File: src/shared/vdfc_regs.vh
// Register indices, field positions, reset values and constants of the
// video digitizer control block. Byte address = 4 * index on the bus.
`ifndef VDFC_REGS_VH
`define VDFC_REGS_VH

`define IDX_INPUT_CONFIG   8'h05
`define IDX_GAIN_RED       8'h06
`define IDX_GAIN_GREEN     8'h07
`define IDX_GAIN_BLUE      8'h08
`define IDX_OFFSET_RED     8'h09
`define IDX_OFFSET_GREEN   8'h0a
`define IDX_OFFSET_BLUE    8'h0b
`define IDX_OFFSET_LSBS    8'h0c
`define IDX_CLAMP_START_A  8'h14
`define IDX_CLAMP_START_B  8'h15
`define IDX_CLAMP_WIDTH    8'h16
`define IDX_BLACK_CTRL     8'h17
`define IDX_OUTPUT_FORMAT  8'h18
`define IDX_SAMPLE_PHASE   8'h19
`define IDX_CLAMP_EXTRA    8'h23
`define IDX_STATUS         8'h30
`define IDX_DAC_RED        8'h31
`define IDX_DAC_GREEN      8'h32
`define IDX_DAC_BLUE       8'h33

`define CFG_DC_COUPLED     1
`define CFG_COMPONENT      2
`define CFG_CLAMP_ON_COAST 5
`define BLC_DISABLE        0
`define FMT_LEGACY         3
`define FMT_422            4
`define STAT_OVERFLOW      7

`define RST_ZERO           8'h00
`define RST_GAIN           8'h55
`define RST_OFFSET         8'h80
`define RST_START_A        8'h00
`define RST_START_B        8'h10
`define RST_WIDTH          8'h08
`define OFFSET_NOMINAL     8'h80
`define SHIFT_LIMIT        8'h40
`define BLACK_RGB          8'h00
`define BLACK_CHROMA       8'h80
`define DAC_MID            10'h200
`define PHASE_W            6

`endif

File: src/logic/black_level_servo.v
// One channel of the black-level servo driving a 10-bit offset converter.
// Assumes measure pulses once per line and sample is the raw ADC code.
`include "vdfc_regs.vh"

module black_level_servo #(
  parameter DAC_W = 10
) (
  // Clock and reset
  input  wire             clk,
  input  wire             rst_n,
  // Control
  input  wire             auto_en,
  input  wire             measure,
  input  wire [7:0]       sample,
  input  wire [7:0]       target,
  input  wire [DAC_W-1:0] manual,
  // State
  output reg  [DAC_W-1:0] dac_q,
  output reg              locked_q
);

  wire [DAC_W-1:0] dac_max = {DAC_W{1'b1}};

  // Increasing the converter code raises the digitized level.
  always @(posedge clk) begin
    if (!rst_n) begin
      dac_q    <= `DAC_MID;
      locked_q <= 1'b0;
    end else if (!auto_en) begin
      dac_q    <= manual;
      locked_q <= 1'b0;
    end else if (measure) begin
      if (sample > target) begin
        locked_q <= 1'b0;
        if (dac_q != {DAC_W{1'b0}})
          dac_q <= dac_q - 1'b1;
      end else if (sample < target) begin
        locked_q <= 1'b0;
        if (dac_q != dac_max)
          dac_q <= dac_q + 1'b1;
      end else begin
        locked_q <= 1'b1;
      end
    end
  end

endmodule // black_level_servo

File: src/logic/pixel_fifo.v
// Synchronous FIFO of flip-flops with valid/ready on both sides.
// Assumes one clock; full and empty are exact.
module pixel_fifo #(
  parameter WIDTH = 24,
  parameter DEPTH = 8,
  parameter AW    = 3
) (
  // Clock and reset
  input  wire             clk,
  input  wire             rst_n,
  // Fill side
  input  wire             in_valid,
  output wire             in_ready,
  input  wire [WIDTH-1:0] in_data,
  // Drain side
  output wire             out_valid,
  input  wire             out_ready,
  output wire [WIDTH-1:0] out_data
);

  reg [WIDTH-1:0] mem [0:DEPTH-1];
  reg [AW-1:0]    wr_q;
  reg [AW-1:0]    rd_q;
  reg [AW:0]      cnt_q;

  wire push = in_valid & in_ready;
  wire pop  = out_valid & out_ready;

  assign in_ready  = (cnt_q != DEPTH[AW:0]);
  assign out_valid = (cnt_q != {(AW+1){1'b0}});
  assign out_data  = mem[rd_q];

  always @(posedge clk) begin
    if (push)
      mem[wr_q] <= in_data;
  end

  always @(posedge clk) begin
    if (!rst_n) begin
      wr_q  <= {AW{1'b0}};
      rd_q  <= {AW{1'b0}};
      cnt_q <= {(AW+1){1'b0}};
    end else begin
      if (push)
        wr_q <= (wr_q == DEPTH[AW-1:0] - 1'b1) ? {AW{1'b0}} : wr_q + 1'b1;
      if (pop)
        rd_q <= (rd_q == DEPTH[AW-1:0] - 1'b1) ? {AW{1'b0}} : rd_q + 1'b1;
      if (push & ~pop)
        cnt_q <= cnt_q + 1'b1;
      else if (pop & ~push)
        cnt_q <= cnt_q - 1'b1;
    end
  end

endmodule // pixel_fifo

File: src/logic/video_digitizer_format_and_clamp.v
// Digital control side of a three-channel video digitizer: registers,
// clamp timing, black-level servo, digital offset and output format.
// Assumes ADC samples arrive on MCLK; HSYNC_IN and COAST_IN are pins.
`include "vdfc_regs.vh"

module video_digitizer_format_and_clamp #(
  parameter FIFO_DEPTH = 8,
  parameter FIFO_AW    = 3
) (
  // Clock and reset
  input  wire        MCLK,
  input  wire        RESETN,
  // AHB-Lite slave
  input  wire        HSEL,
  input  wire [31:0] HADDR,
  input  wire [1:0]  HTRANS,
  input  wire        HWRITE,
  input  wire [2:0]  HSIZE,
  input  wire [31:0] HWDATA,
  input  wire        HREADY,
  output reg  [31:0] HRDATA,
  output reg         HREADYOUT,
  output reg         HRESP,
  // Front end
  input  wire [7:0]  ADC_R,
  input  wire [7:0]  ADC_G,
  input  wire [7:0]  ADC_B,
  input  wire        ACTIVE_IN,
  input  wire        HSYNC_IN,
  input  wire        COAST_IN,
  // Analog controls
  output reg  [7:0]  GAIN_R,
  output reg  [7:0]  GAIN_G,
  output reg  [7:0]  GAIN_B,
  output wire [9:0]  DAC_R,
  output wire [9:0]  DAC_G,
  output wire [9:0]  DAC_B,
  output reg         CLAMP_OUT,
  output reg         DC_COUPLED,
  output reg  [5:0]  SAMPLE_PHASE,
  // Pixel stream
  output reg  [7:0]  PIX_R,
  output reg  [7:0]  PIX_G,
  output reg  [7:0]  PIX_B,
  output reg         PIX_VALID,
  input  wire        PIX_READY
);

  // Registers.
  reg [7:0]  cfg_q;
  reg [7:0]  gain_r_q;
  reg [7:0]  gain_g_q;
  reg [7:0]  gain_b_q;
  reg [7:0]  off_r_q;
  reg [7:0]  off_g_q;
  reg [7:0]  off_b_q;
  reg [7:0]  off_lsb_q;
  reg [7:0]  start_a_q;
  reg [7:0]  start_b_q;
  reg [7:0]  width_q;
  reg [7:0]  blc_q;
  reg [7:0]  fmt_q;
  reg [7:0]  phase_q;
  reg [7:0]  extra_q;
  reg        ovf_q;

  // Bus state.
  reg        wr_pend_q;
  reg        rd_pend_q;
  reg [7:0]  addr_q;
  reg [31:0] rd_val;

  // Line timing.
  reg        hs_s1_q;
  reg        hs_s2_q;
  reg        hs_s3_q;
  reg        co_s1_q;
  reg        co_s2_q;
  reg        line_coast_q;
  reg [15:0] pix_cnt_q;
  reg [7:0]  win_cnt_q;
  reg        win_q;
  reg        win_d;
  reg        measure_q;

  // Pixel path.
  reg [7:0]  r1_q;
  reg [7:0]  g1_q;
  reg [7:0]  b1_q;
  reg        act1_q;
  reg        act_prev_q;
  reg        odd1_q;
  reg        last_odd_q;
  reg [7:0]  v_hold_q;
  reg [23:0] fmt_data;

  wire [2:0] locked;
  wire       fifo_in_ready;
  wire       fifo_out_valid;
  wire [23:0] fifo_out_data;

  wire       take     = HSEL & HTRANS[1] & HREADY;
  wire       trail    = hs_s3_q & ~hs_s2_q;
  wire       auto_en  = ~blc_q[`BLC_DISABLE];
  wire       coast_ok = cfg_q[`CFG_CLAMP_ON_COAST] | ~line_coast_q;
  wire [15:0] start   = {start_a_q, start_b_q};
  wire       comp     = cfg_q[`CFG_COMPONENT];
  wire [7:0] chroma_black = comp ? `BLACK_CHROMA : `BLACK_RGB;
  wire       first    = ACTIVE_IN & ~act_prev_q;
  wire       fifo_take = ~PIX_VALID | PIX_READY;

  // Offset shift, limited to the documented span, saturated to 8 bits.
  function [7:0] shift_px;
    input [7:0] px;
    input [7:0] off;
    integer sh;
    integer sm;
    integer lim;
    begin
      // Signed integers throughout, so a low offset shifts downwards.
      lim = `SHIFT_LIMIT;
      sh  = off;
      sh  = sh - `OFFSET_NOMINAL;
      if (sh > lim)
        sh = lim;
      if (sh < -lim)
        sh = -lim;
      sm = px + sh;
      if (sm < 0)
        sm = 0;
      if (sm > 255)
        sm = 255;
      shift_px = sm[7:0];
    end
  endfunction

  // Register file and AHB-Lite slave. Reads take one wait state so that
  // a read right behind a write to the same register sees the new value.
  always @(posedge MCLK) begin
    if (!RESETN) begin
      cfg_q     <= `RST_ZERO;
      gain_r_q  <= `RST_GAIN;
      gain_g_q  <= `RST_GAIN;
      gain_b_q  <= `RST_GAIN;
      off_r_q   <= `RST_OFFSET;
      off_g_q   <= `RST_OFFSET;
      off_b_q   <= `RST_OFFSET;
      off_lsb_q <= `RST_ZERO;
      start_a_q <= `RST_START_A;
      start_b_q <= `RST_START_B;
      width_q   <= `RST_WIDTH;
      blc_q     <= `RST_ZERO;
      fmt_q     <= `RST_ZERO;
      phase_q   <= `RST_ZERO;
      extra_q   <= `RST_ZERO;
      wr_pend_q <= 1'b0;
      rd_pend_q <= 1'b0;
      addr_q    <= `RST_ZERO;
      HRDATA    <= 32'h0000_0000;
      HREADYOUT <= 1'b1;
      HRESP     <= 1'b0;
    end else begin
      wr_pend_q <= take & HWRITE;
      rd_pend_q <= take & ~HWRITE;
      HREADYOUT <= ~(take & ~HWRITE);
      if (take)
        addr_q <= HADDR[9:2];
      if (rd_pend_q)
        HRDATA <= rd_val;
      if (wr_pend_q) begin
        case (addr_q)
          `IDX_INPUT_CONFIG:  cfg_q     <= HWDATA[7:0];
          `IDX_GAIN_RED:      gain_r_q  <= HWDATA[7:0];
          `IDX_GAIN_GREEN:    gain_g_q  <= HWDATA[7:0];
          `IDX_GAIN_BLUE:     gain_b_q  <= HWDATA[7:0];
          `IDX_OFFSET_RED:    off_r_q   <= HWDATA[7:0];
          `IDX_OFFSET_GREEN:  off_g_q   <= HWDATA[7:0];
          `IDX_OFFSET_BLUE:   off_b_q   <= HWDATA[7:0];
          `IDX_OFFSET_LSBS:   off_lsb_q <= HWDATA[7:0];
          `IDX_CLAMP_START_A: start_a_q <= HWDATA[7:0];
          `IDX_CLAMP_START_B: start_b_q <= HWDATA[7:0];
          `IDX_CLAMP_WIDTH:   width_q   <= HWDATA[7:0];
          `IDX_BLACK_CTRL:    blc_q     <= HWDATA[7:0];
          `IDX_OUTPUT_FORMAT: fmt_q     <= HWDATA[7:0];
          `IDX_SAMPLE_PHASE:  phase_q   <= HWDATA[7:0];
          `IDX_CLAMP_EXTRA:   extra_q   <= HWDATA[7:0];
          default: ;
        endcase
      end
    end
  end

  always @* begin
    rd_val = 32'h0000_0000;
    case (addr_q)
      `IDX_INPUT_CONFIG:  rd_val[7:0] = cfg_q;
      `IDX_GAIN_RED:      rd_val[7:0] = gain_r_q;
      `IDX_GAIN_GREEN:    rd_val[7:0] = gain_g_q;
      `IDX_GAIN_BLUE:     rd_val[7:0] = gain_b_q;
      `IDX_OFFSET_RED:    rd_val[7:0] = off_r_q;
      `IDX_OFFSET_GREEN:  rd_val[7:0] = off_g_q;
      `IDX_OFFSET_BLUE:   rd_val[7:0] = off_b_q;
      `IDX_OFFSET_LSBS:   rd_val[7:0] = off_lsb_q;
      `IDX_CLAMP_START_A: rd_val[7:0] = start_a_q;
      `IDX_CLAMP_START_B: rd_val[7:0] = start_b_q;
      `IDX_CLAMP_WIDTH:   rd_val[7:0] = width_q;
      `IDX_BLACK_CTRL:    rd_val[7:0] = blc_q;
      `IDX_OUTPUT_FORMAT: rd_val[7:0] = fmt_q;
      `IDX_SAMPLE_PHASE:  rd_val[7:0] = phase_q;
      `IDX_CLAMP_EXTRA:   rd_val[7:0] = extra_q;
      `IDX_STATUS:        rd_val[7:0] = {ovf_q, 4'h0, locked};
      `IDX_DAC_RED:       rd_val[9:0] = DAC_R;
      `IDX_DAC_GREEN:     rd_val[9:0] = DAC_G;
      `IDX_DAC_BLUE:      rd_val[9:0] = DAC_B;
      default:            rd_val = 32'h0000_0000;
    endcase
  end

  // Sticky overflow: a new overflow in the clearing cycle wins.
  always @(posedge MCLK) begin
    if (!RESETN)
      ovf_q <= 1'b0;
    else if (act1_q & ~fifo_in_ready)
      ovf_q <= 1'b1;
    else if (wr_pend_q && addr_q == `IDX_STATUS && HWDATA[`STAT_OVERFLOW])
      ovf_q <= 1'b0;
  end

  // The sync pin passes three flip-flops and the coast pin two; the edge detector looks only
  // at the second and third sync stages.
  always @(posedge MCLK) begin
    if (!RESETN) begin
      hs_s1_q <= 1'b0;
      hs_s2_q <= 1'b0;
      hs_s3_q <= 1'b0;
      co_s1_q <= 1'b0;
      co_s2_q <= 1'b0;
    end else begin
      hs_s1_q <= HSYNC_IN;
      hs_s2_q <= hs_s1_q;
      hs_s3_q <= hs_s2_q;
      co_s1_q <= COAST_IN;
      co_s2_q <= co_s1_q;
    end
  end

  // Window opens at the start count and lasts width pixels unless the sync trailing edge or a coast ends it first.
  always @* begin
    win_d = win_q;
    if (trail)
      win_d = 1'b0;
    else if (pix_cnt_q == start && width_q != `RST_ZERO && coast_ok)
      win_d = 1'b1;
    else if (win_q && win_cnt_q == 8'h01)
      win_d = 1'b0;
  end

  always @(posedge MCLK) begin
    if (!RESETN) begin
      pix_cnt_q    <= 16'h0000;
      line_coast_q <= 1'b0;
      win_q        <= 1'b0;
      win_cnt_q    <= `RST_ZERO;
      measure_q    <= 1'b0;
      CLAMP_OUT    <= 1'b0;
      DC_COUPLED   <= 1'b0;
    end else begin
      if (trail)
        pix_cnt_q <= 16'h0000;
      else if (pix_cnt_q != 16'hffff)
        pix_cnt_q <= pix_cnt_q + 1'b1;
      if (trail)
        line_coast_q <= co_s2_q;
      else if (co_s2_q)
        line_coast_q <= 1'b1;
      win_q <= win_d & coast_ok;
      if (~win_q & win_d)
        win_cnt_q <= width_q;
      else if (win_q)
        win_cnt_q <= win_cnt_q - 1'b1;
      measure_q  <= win_q & ~win_d & ~trail & coast_ok & auto_en;
      CLAMP_OUT  <= win_d & coast_ok & ~cfg_q[`CFG_DC_COUPLED];
      DC_COUPLED <= cfg_q[`CFG_DC_COUPLED];
    end
  end

  // Gains reach the amplifiers once per line, at the sync trailing edge.
  always @(posedge MCLK) begin
    if (!RESETN) begin
      GAIN_R       <= `RST_GAIN;
      GAIN_G       <= `RST_GAIN;
      GAIN_B       <= `RST_GAIN;
      SAMPLE_PHASE <= {`PHASE_W{1'b0}};
    end else begin
      if (trail) begin
        GAIN_R <= gain_r_q;
        GAIN_G <= gain_g_q;
        GAIN_B <= gain_b_q;
      end
      SAMPLE_PHASE <= phase_q[`PHASE_W-1:0];
    end
  end

  // Servo targets are fixed by mode only, so gain changes leave black alone.
  black_level_servo #(.DAC_W(10)) u_servo_r (
    .clk      (MCLK),
    .rst_n    (RESETN),
    .auto_en  (auto_en),
    .measure  (measure_q),
    .sample   (ADC_R),
    .target   (chroma_black),
    .manual   ({off_r_q, off_lsb_q[7:6]}),
    .dac_q    (DAC_R),
    .locked_q (locked[0])
  );

  black_level_servo #(.DAC_W(10)) u_servo_g (
    .clk      (MCLK),
    .rst_n    (RESETN),
    .auto_en  (auto_en),
    .measure  (measure_q),
    .sample   (ADC_G),
    .target   (`BLACK_RGB),
    .manual   ({off_g_q, off_lsb_q[5:4]}),
    .dac_q    (DAC_G),
    .locked_q (locked[1])
  );

  black_level_servo #(.DAC_W(10)) u_servo_b (
    .clk      (MCLK),
    .rst_n    (RESETN),
    .auto_en  (auto_en),
    .measure  (measure_q),
    .sample   (ADC_B),
    .target   (chroma_black),
    .manual   ({off_b_q, off_lsb_q[3:2]}),
    .dac_q    (DAC_B),
    .locked_q (locked[2])
  );

  // Stage one: digital offset, only while the servo owns the converters.
  always @(posedge MCLK) begin
    if (!RESETN) begin
      r1_q       <= `RST_ZERO;
      g1_q       <= `RST_ZERO;
      b1_q       <= `RST_ZERO;
      act1_q     <= 1'b0;
      act_prev_q <= 1'b0;
      odd1_q     <= 1'b0;
      last_odd_q <= 1'b0;
    end else begin
      r1_q <= auto_en ? shift_px(ADC_R, off_r_q) : ADC_R;
      g1_q <= auto_en ? shift_px(ADC_G, off_g_q) : ADC_G;
      b1_q <= auto_en ? shift_px(ADC_B, off_b_q) : ADC_B;
      act1_q     <= ACTIVE_IN;
      act_prev_q <= ACTIVE_IN;
      if (ACTIVE_IN) begin
        odd1_q     <= first ? 1'b0 : ~last_odd_q;
        last_odd_q <= first ? 1'b0 : ~last_odd_q;
      end
    end
  end

  // Holds V of the even pixel for the odd slot of standard ordering.
  always @(posedge MCLK) begin
    if (!RESETN)
      v_hold_q <= `RST_ZERO;
    else if (act1_q & ~odd1_q)
      v_hold_q <= r1_q;
  end

  // Component values pass as digitized: Y green, U blue, V red.
  always @* begin
    fmt_data = {r1_q, g1_q, b1_q};
    if (fmt_q[`FMT_422]) begin
      fmt_data[15:8] = g1_q;
      fmt_data[7:0]  = 8'h00;
      if (~odd1_q)
        fmt_data[23:16] = b1_q;
      else if (fmt_q[`FMT_LEGACY])
        fmt_data[23:16] = r1_q;
      else
        fmt_data[23:16] = v_hold_q;
    end
  end

  // The front end cannot be stalled; a full FIFO drops the pixel and sets
  // the sticky overflow bit instead.
  pixel_fifo #(
    .WIDTH (24),
    .DEPTH (FIFO_DEPTH),
    .AW    (FIFO_AW)
  ) u_fifo (
    .clk       (MCLK),
    .rst_n     (RESETN),
    .in_valid  (act1_q),
    .in_ready  (fifo_in_ready),
    .in_data   (fmt_data),
    .out_valid (fifo_out_valid),
    .out_ready (fifo_take),
    .out_data  (fifo_out_data)
  );

  always @(posedge MCLK) begin
    if (!RESETN) begin
      PIX_VALID <= 1'b0;
      PIX_R     <= `RST_ZERO;
      PIX_G     <= `RST_ZERO;
      PIX_B     <= `RST_ZERO;
    end else if (fifo_take) begin
      PIX_VALID <= fifo_out_valid;
      PIX_R     <= fifo_out_data[23:16];
      PIX_G     <= fifo_out_data[15:8];
      PIX_B     <= fifo_out_data[7:0];
    end
  end

endmodule // video_digitizer_format_and_clamp

File: config.mk
export PLATFORM = sky130hd
export DESIGN_NAME = video_digitizer_format_and_clamp
export DESIGN_NICKNAME = d
export VERILOG_FILES = /design/src/logic/black_level_servo.v /design/src/logic/pixel_fifo.v /design/src/logic/video_digitizer_format_and_clamp.v
export VERILOG_INCLUDE_DIRS = /design/src /design/src/shared
export SDC_FILE = /design/constraint.sdc
export NUM_CORES = 1
export LEC_CHECK = 0
export BUFFER_PORTS_ARGS = -buffer_cell sky130_fd_sc_hd__buf_2
export CORE_ASPECT_RATIO = 1.4
export CORE_MARGIN = 2
export CORE_UTILIZATION = 50
export DETAILED_ROUTE_END_ITERATION = 12
export PLACE_DENSITY_LB_ADDON = 0.05
export SLEW_MARGIN = 20
export SYNTH_ARGS = -nofsm -noshare
export SYNTH_HDL_FRONTEND = slang
export SYNTH_SLANG_ARGS = --single-unit
File: constraint.sdc
create_clock -name MCLK -period 5.09 [get_ports MCLK]
set_clock_uncertainty 0.15 [all_clocks]
set_input_delay 1.018 -clock MCLK [delete_from_list [all_inputs] [get_ports MCLK]]
set_output_delay 1.018 -clock MCLK [all_outputs]
set_load 0.01 [all_outputs]
==> results.cfg <==
[worst_setup_path]
cp_max_fo = 11
crit_buf_inv = 2
crit_family = simple AND/OR/NAND/NOR gates
cp_cell_sequence = xor2_1 -> and2_1 -> ha_1 -> inv_1 -> fa_1 -> nor2b_1 -> o21ai_0 -> a21boi_0 -> buf_4 -> nor2_1 -> nor3_1 -> o21ai_0 -> ha_1 -> nor4b_1 -> and3_1 -> nand4_1 -> a31oi_1 -> a21boi_4 -> a221o_1
endpoint_kind = flip-flop
reg2reg_to = b1_q[2]$_SDFF_PN0_
path_class = reg2reg
crit_arrival_ns = 4.81
cpPeakStageDelay_ns = 0.57
startpoint_type = flip-flop
worst-r2r-cell-count = 19
critPathRequiredTime_ns = 5.39
path_depth = 19
r2r-start = off_b_q[7]$_SDFFE_PN1P_
r2r_slack_ns = 0.58
crit_slowest_cell = dfxtp_1

[cts]
clk_pin_slew_worst_paths_ns = 0.06
cts_inserted_buffers = 49
cts_max_path_buffers = 3
ctsRootBufferMaster = clkbuf_16
ctsResizeCount = 0
ctsHtreeMaxLevel = 2
cts.sinks = 500
clk_latency_ns = 0.58
ctsHoldBuffers = 0
postCtsSetupBuffers = 0
tritoncts = yes

[sta]
final-hold-violation-count = 0
max_freq_mhz = 222
setup_viol = 0
relSlewSlack_pct = 28.6
rsz0062_at_grt = false
finalCriticalPeriod_ns = 4.51
finalSetupTns_ns = 0
worstMarginPinSlew_ns = 1.07
finalCritPeriodShare_pct = 88.5
maxSlewViolCount = 0

[detailed_routing]
antenna_left = 0
wl_um = 67600
vias = 17600
drtIter0Drc = 1209
drtPass1Iterations = 5
wl_per_cell_um = 22.2
drcViolationCount = 0
vias_per_cell = 5.78

[floorplan]
die_h_um = 264
dieArea_um2 = 50000
io_pins = 223
initial_core_util_pct = 50.5
die_w_um = 190
coreArea_um2 = 47800
rows = 95

[global_route]
overflow = 0
grt_max_degree = 228
first_global_vias = 17700
grt_antenna_before_repair = 2
grt_pass1_wl_um = 104000
grtUsageTotal_pct = 26.9

[yosys]
netlist_top_cells_area = dfxtp_1 26%, edfxtp_1 24%, mux2i_1 5.1%
async_flop_share_pct = 0
ys_warn_count = 0
synth_cell_types = 84
synth.avg_cell_area_um2 = 10.6
ys_ff_latch = 500
yosysMostFrequentCell = dfxtp_1
synthCells = 2277
synth-edff-count = 192
synthFlopType = dfxtp_1
yosysSeqAreaShare_pct = 49.5
netlist_area_um2 = 24100
synth_top_area_cell = dfxtp_1
netlist_top_cells_count = 308 x dfxtp_1, 303 x nand2_1, 192 x edfxtp_1
yosysTopAreaCellShare_pct = 25.6

[final_layout]
fill_cells = 4236
syn2layout_area_growth_pct = 12.0
layout-drive-gt1-share_pct = 14.9
final_nets = 2570
design_area_um2 = 27000

[run_status]
status = finished clean

[placement]
dp_hpwl_um = 48000
dpl_cell_area_um2 = 25300
gp_congestion = 0.969
io_buffers = 147

[min_path]
min_path_cells = 1
holdPathEnd = co_s2_q$_SDFF_PN0_
hold_class = reg2reg
hold_start = co_s1_q$_SDFF_PN0_

[power]
p_leak_uw = 0.0107
ir_worst_vdd_v = 0.000299
p_per_area_nw_per_um2 = 347

[flow_run]
cap_violations = 0
==> through the flow <==
stage               setup slack [ns]  utilization, %  total power, µW  hold WS [ns]  instances
floorplan                      0.943               -             5400         0.262       2299
global placement               0.597            53.0             5720         0.269       2957
detailed placement             0.515            53.0             5750         0.275       2957
CTS                            0.601            56.5             9480         0.290       3046
global route                   0.217            56.5             9760         0.306       3047
finish                         0.585            56.5             9380         0.291       3048
==> per-layer routing <==
| layer | share of wire (%) | track usage [%] | up-vias |
|---|---|---|---|
| met5 | 0.019 | 0 | - |
| met4 | 4.9 | 12.2 | 2 |
| met3 | 4.5 | 3.43 | 164 |
| met2 | 51 | 48.1 | 532 |
| met1 | 40 | 32.3 | 8506 |
| li1 | - | - | 8406 |
==> sequential cells by signal, summed over array words and instances, names as in the netlist, 10 cells and up <==
signal,count
u_fifo.mem,192
pix_cnt_q,16
HRDATA,10
u_servo_b.dac_q,10
u_servo_g.dac_q,10
u_servo_r.dac_q,10
==> where the power goes <==
| part | leakage (µW) | internal (µW) | switching, µW |
|---|---|---|---|
| logic | 0.00560 | 581 | 605 |
| registers | 0.00427 | 4300 | 155 |
| clock network | 0.000810 | 2190 | 1560 |
| total | 0.0107 | 7060 | 2320 |
==> layout make-up <==
| cell class | instances | area, µm² | area share (%) |
|---|---|---|---|
| diodes | 2 | 5.00 | 0.0185 |
| clock buffers | 64 | 1390 | 5.16 |
| clock inverters | 25 | 278 | 1.03 |
| inverters | 53 | 199 | 0.737 |
| multi-input cells | 1594 | 11400 | 42.2 |
| flip-flops and latches | 500 | 11900 | 44.2 |
| well taps | 630 | 788 | 2.92 |
| repair buffers | 180 | 1000 | 3.71 |
==> cells in the final DEF, fill, tap and decap left out, types with 11 or more instances in the layout <==
master,netlist,layout
dfxtp_1,308,303
nand2_1,303,303
edfxtp_1,192,192
buf_2,20,146
mux2i_1,122,122
nor2b_1,113,112
nor2_1,104,101
a21oi_1,84,84
ha_1,84,84
nand3_1,74,74
o21ai_0,70,70
a21boi_0,69,69
inv_1,51,51
mux4_2,50,50
clkbuf_16,0,50
and2_1,45,45
xnor2_1,41,41
o211a_1,37,37
buf_4,25,32
xor2_1,31,31
nor3_1,34,30
conb_1,1,23
and3_1,22,22
nor4_1,22,21
nand4_1,21,21
a221o_1,18,18
nand2b_1,18,17
a31oi_1,17,17
a221oi_1,14,14
a22oi_1,14,14
o21a_1,13,13
o22ai_1,13,13
mux2_2,11,11
clkinv_2,0,11
==> cells by family (layout without fill, tap and decap cells) <==
logic type | count (synthesis) | after routing | share of synthesized area [%]
buffers and inverters | 205 | 322 | 3.81
flip-flops | 500 | 500 | 49.5
adder cells (fa/ha/maj) | 90 | 90 | 4.86
XOR/XNOR | 72 | 72 | 2.62
AO/OA/AOI/OAI | 430 | 430 | 12.7
other | 1 | 25 | 0.0156
AND/OR/NAND/NOR | 796 | 796 | 16.3
multiplexers | 183 | 183 | 10.2
==> worst max path at each step <==
stage                                      endpoint  slack [ns]                     from
finish                           b1_q[2]$_SDFF_PN0_        0.58  off_b_q[7]$_SDFFE_PN1P_
global route                     b1_q[2]$_SDFF_PN0_        0.22  off_b_q[7]$_SDFFE_PN1P_
CTS                              b1_q[0]$_SDFF_PN0_        0.60  off_b_q[7]$_SDFFE_PN1P_
detailed placement               b1_q[0]$_SDFF_PN0_        0.51                 ADC_B[0]
global placement    u_servo_r.dac_q[9]$_SDFFE_PN1P_        0.60                 ADC_R[7]
floorplan           u_servo_r.dac_q[9]$_SDFFE_PN1P_        0.94                 ADC_R[7]
(Power assumes the default switching activity.)
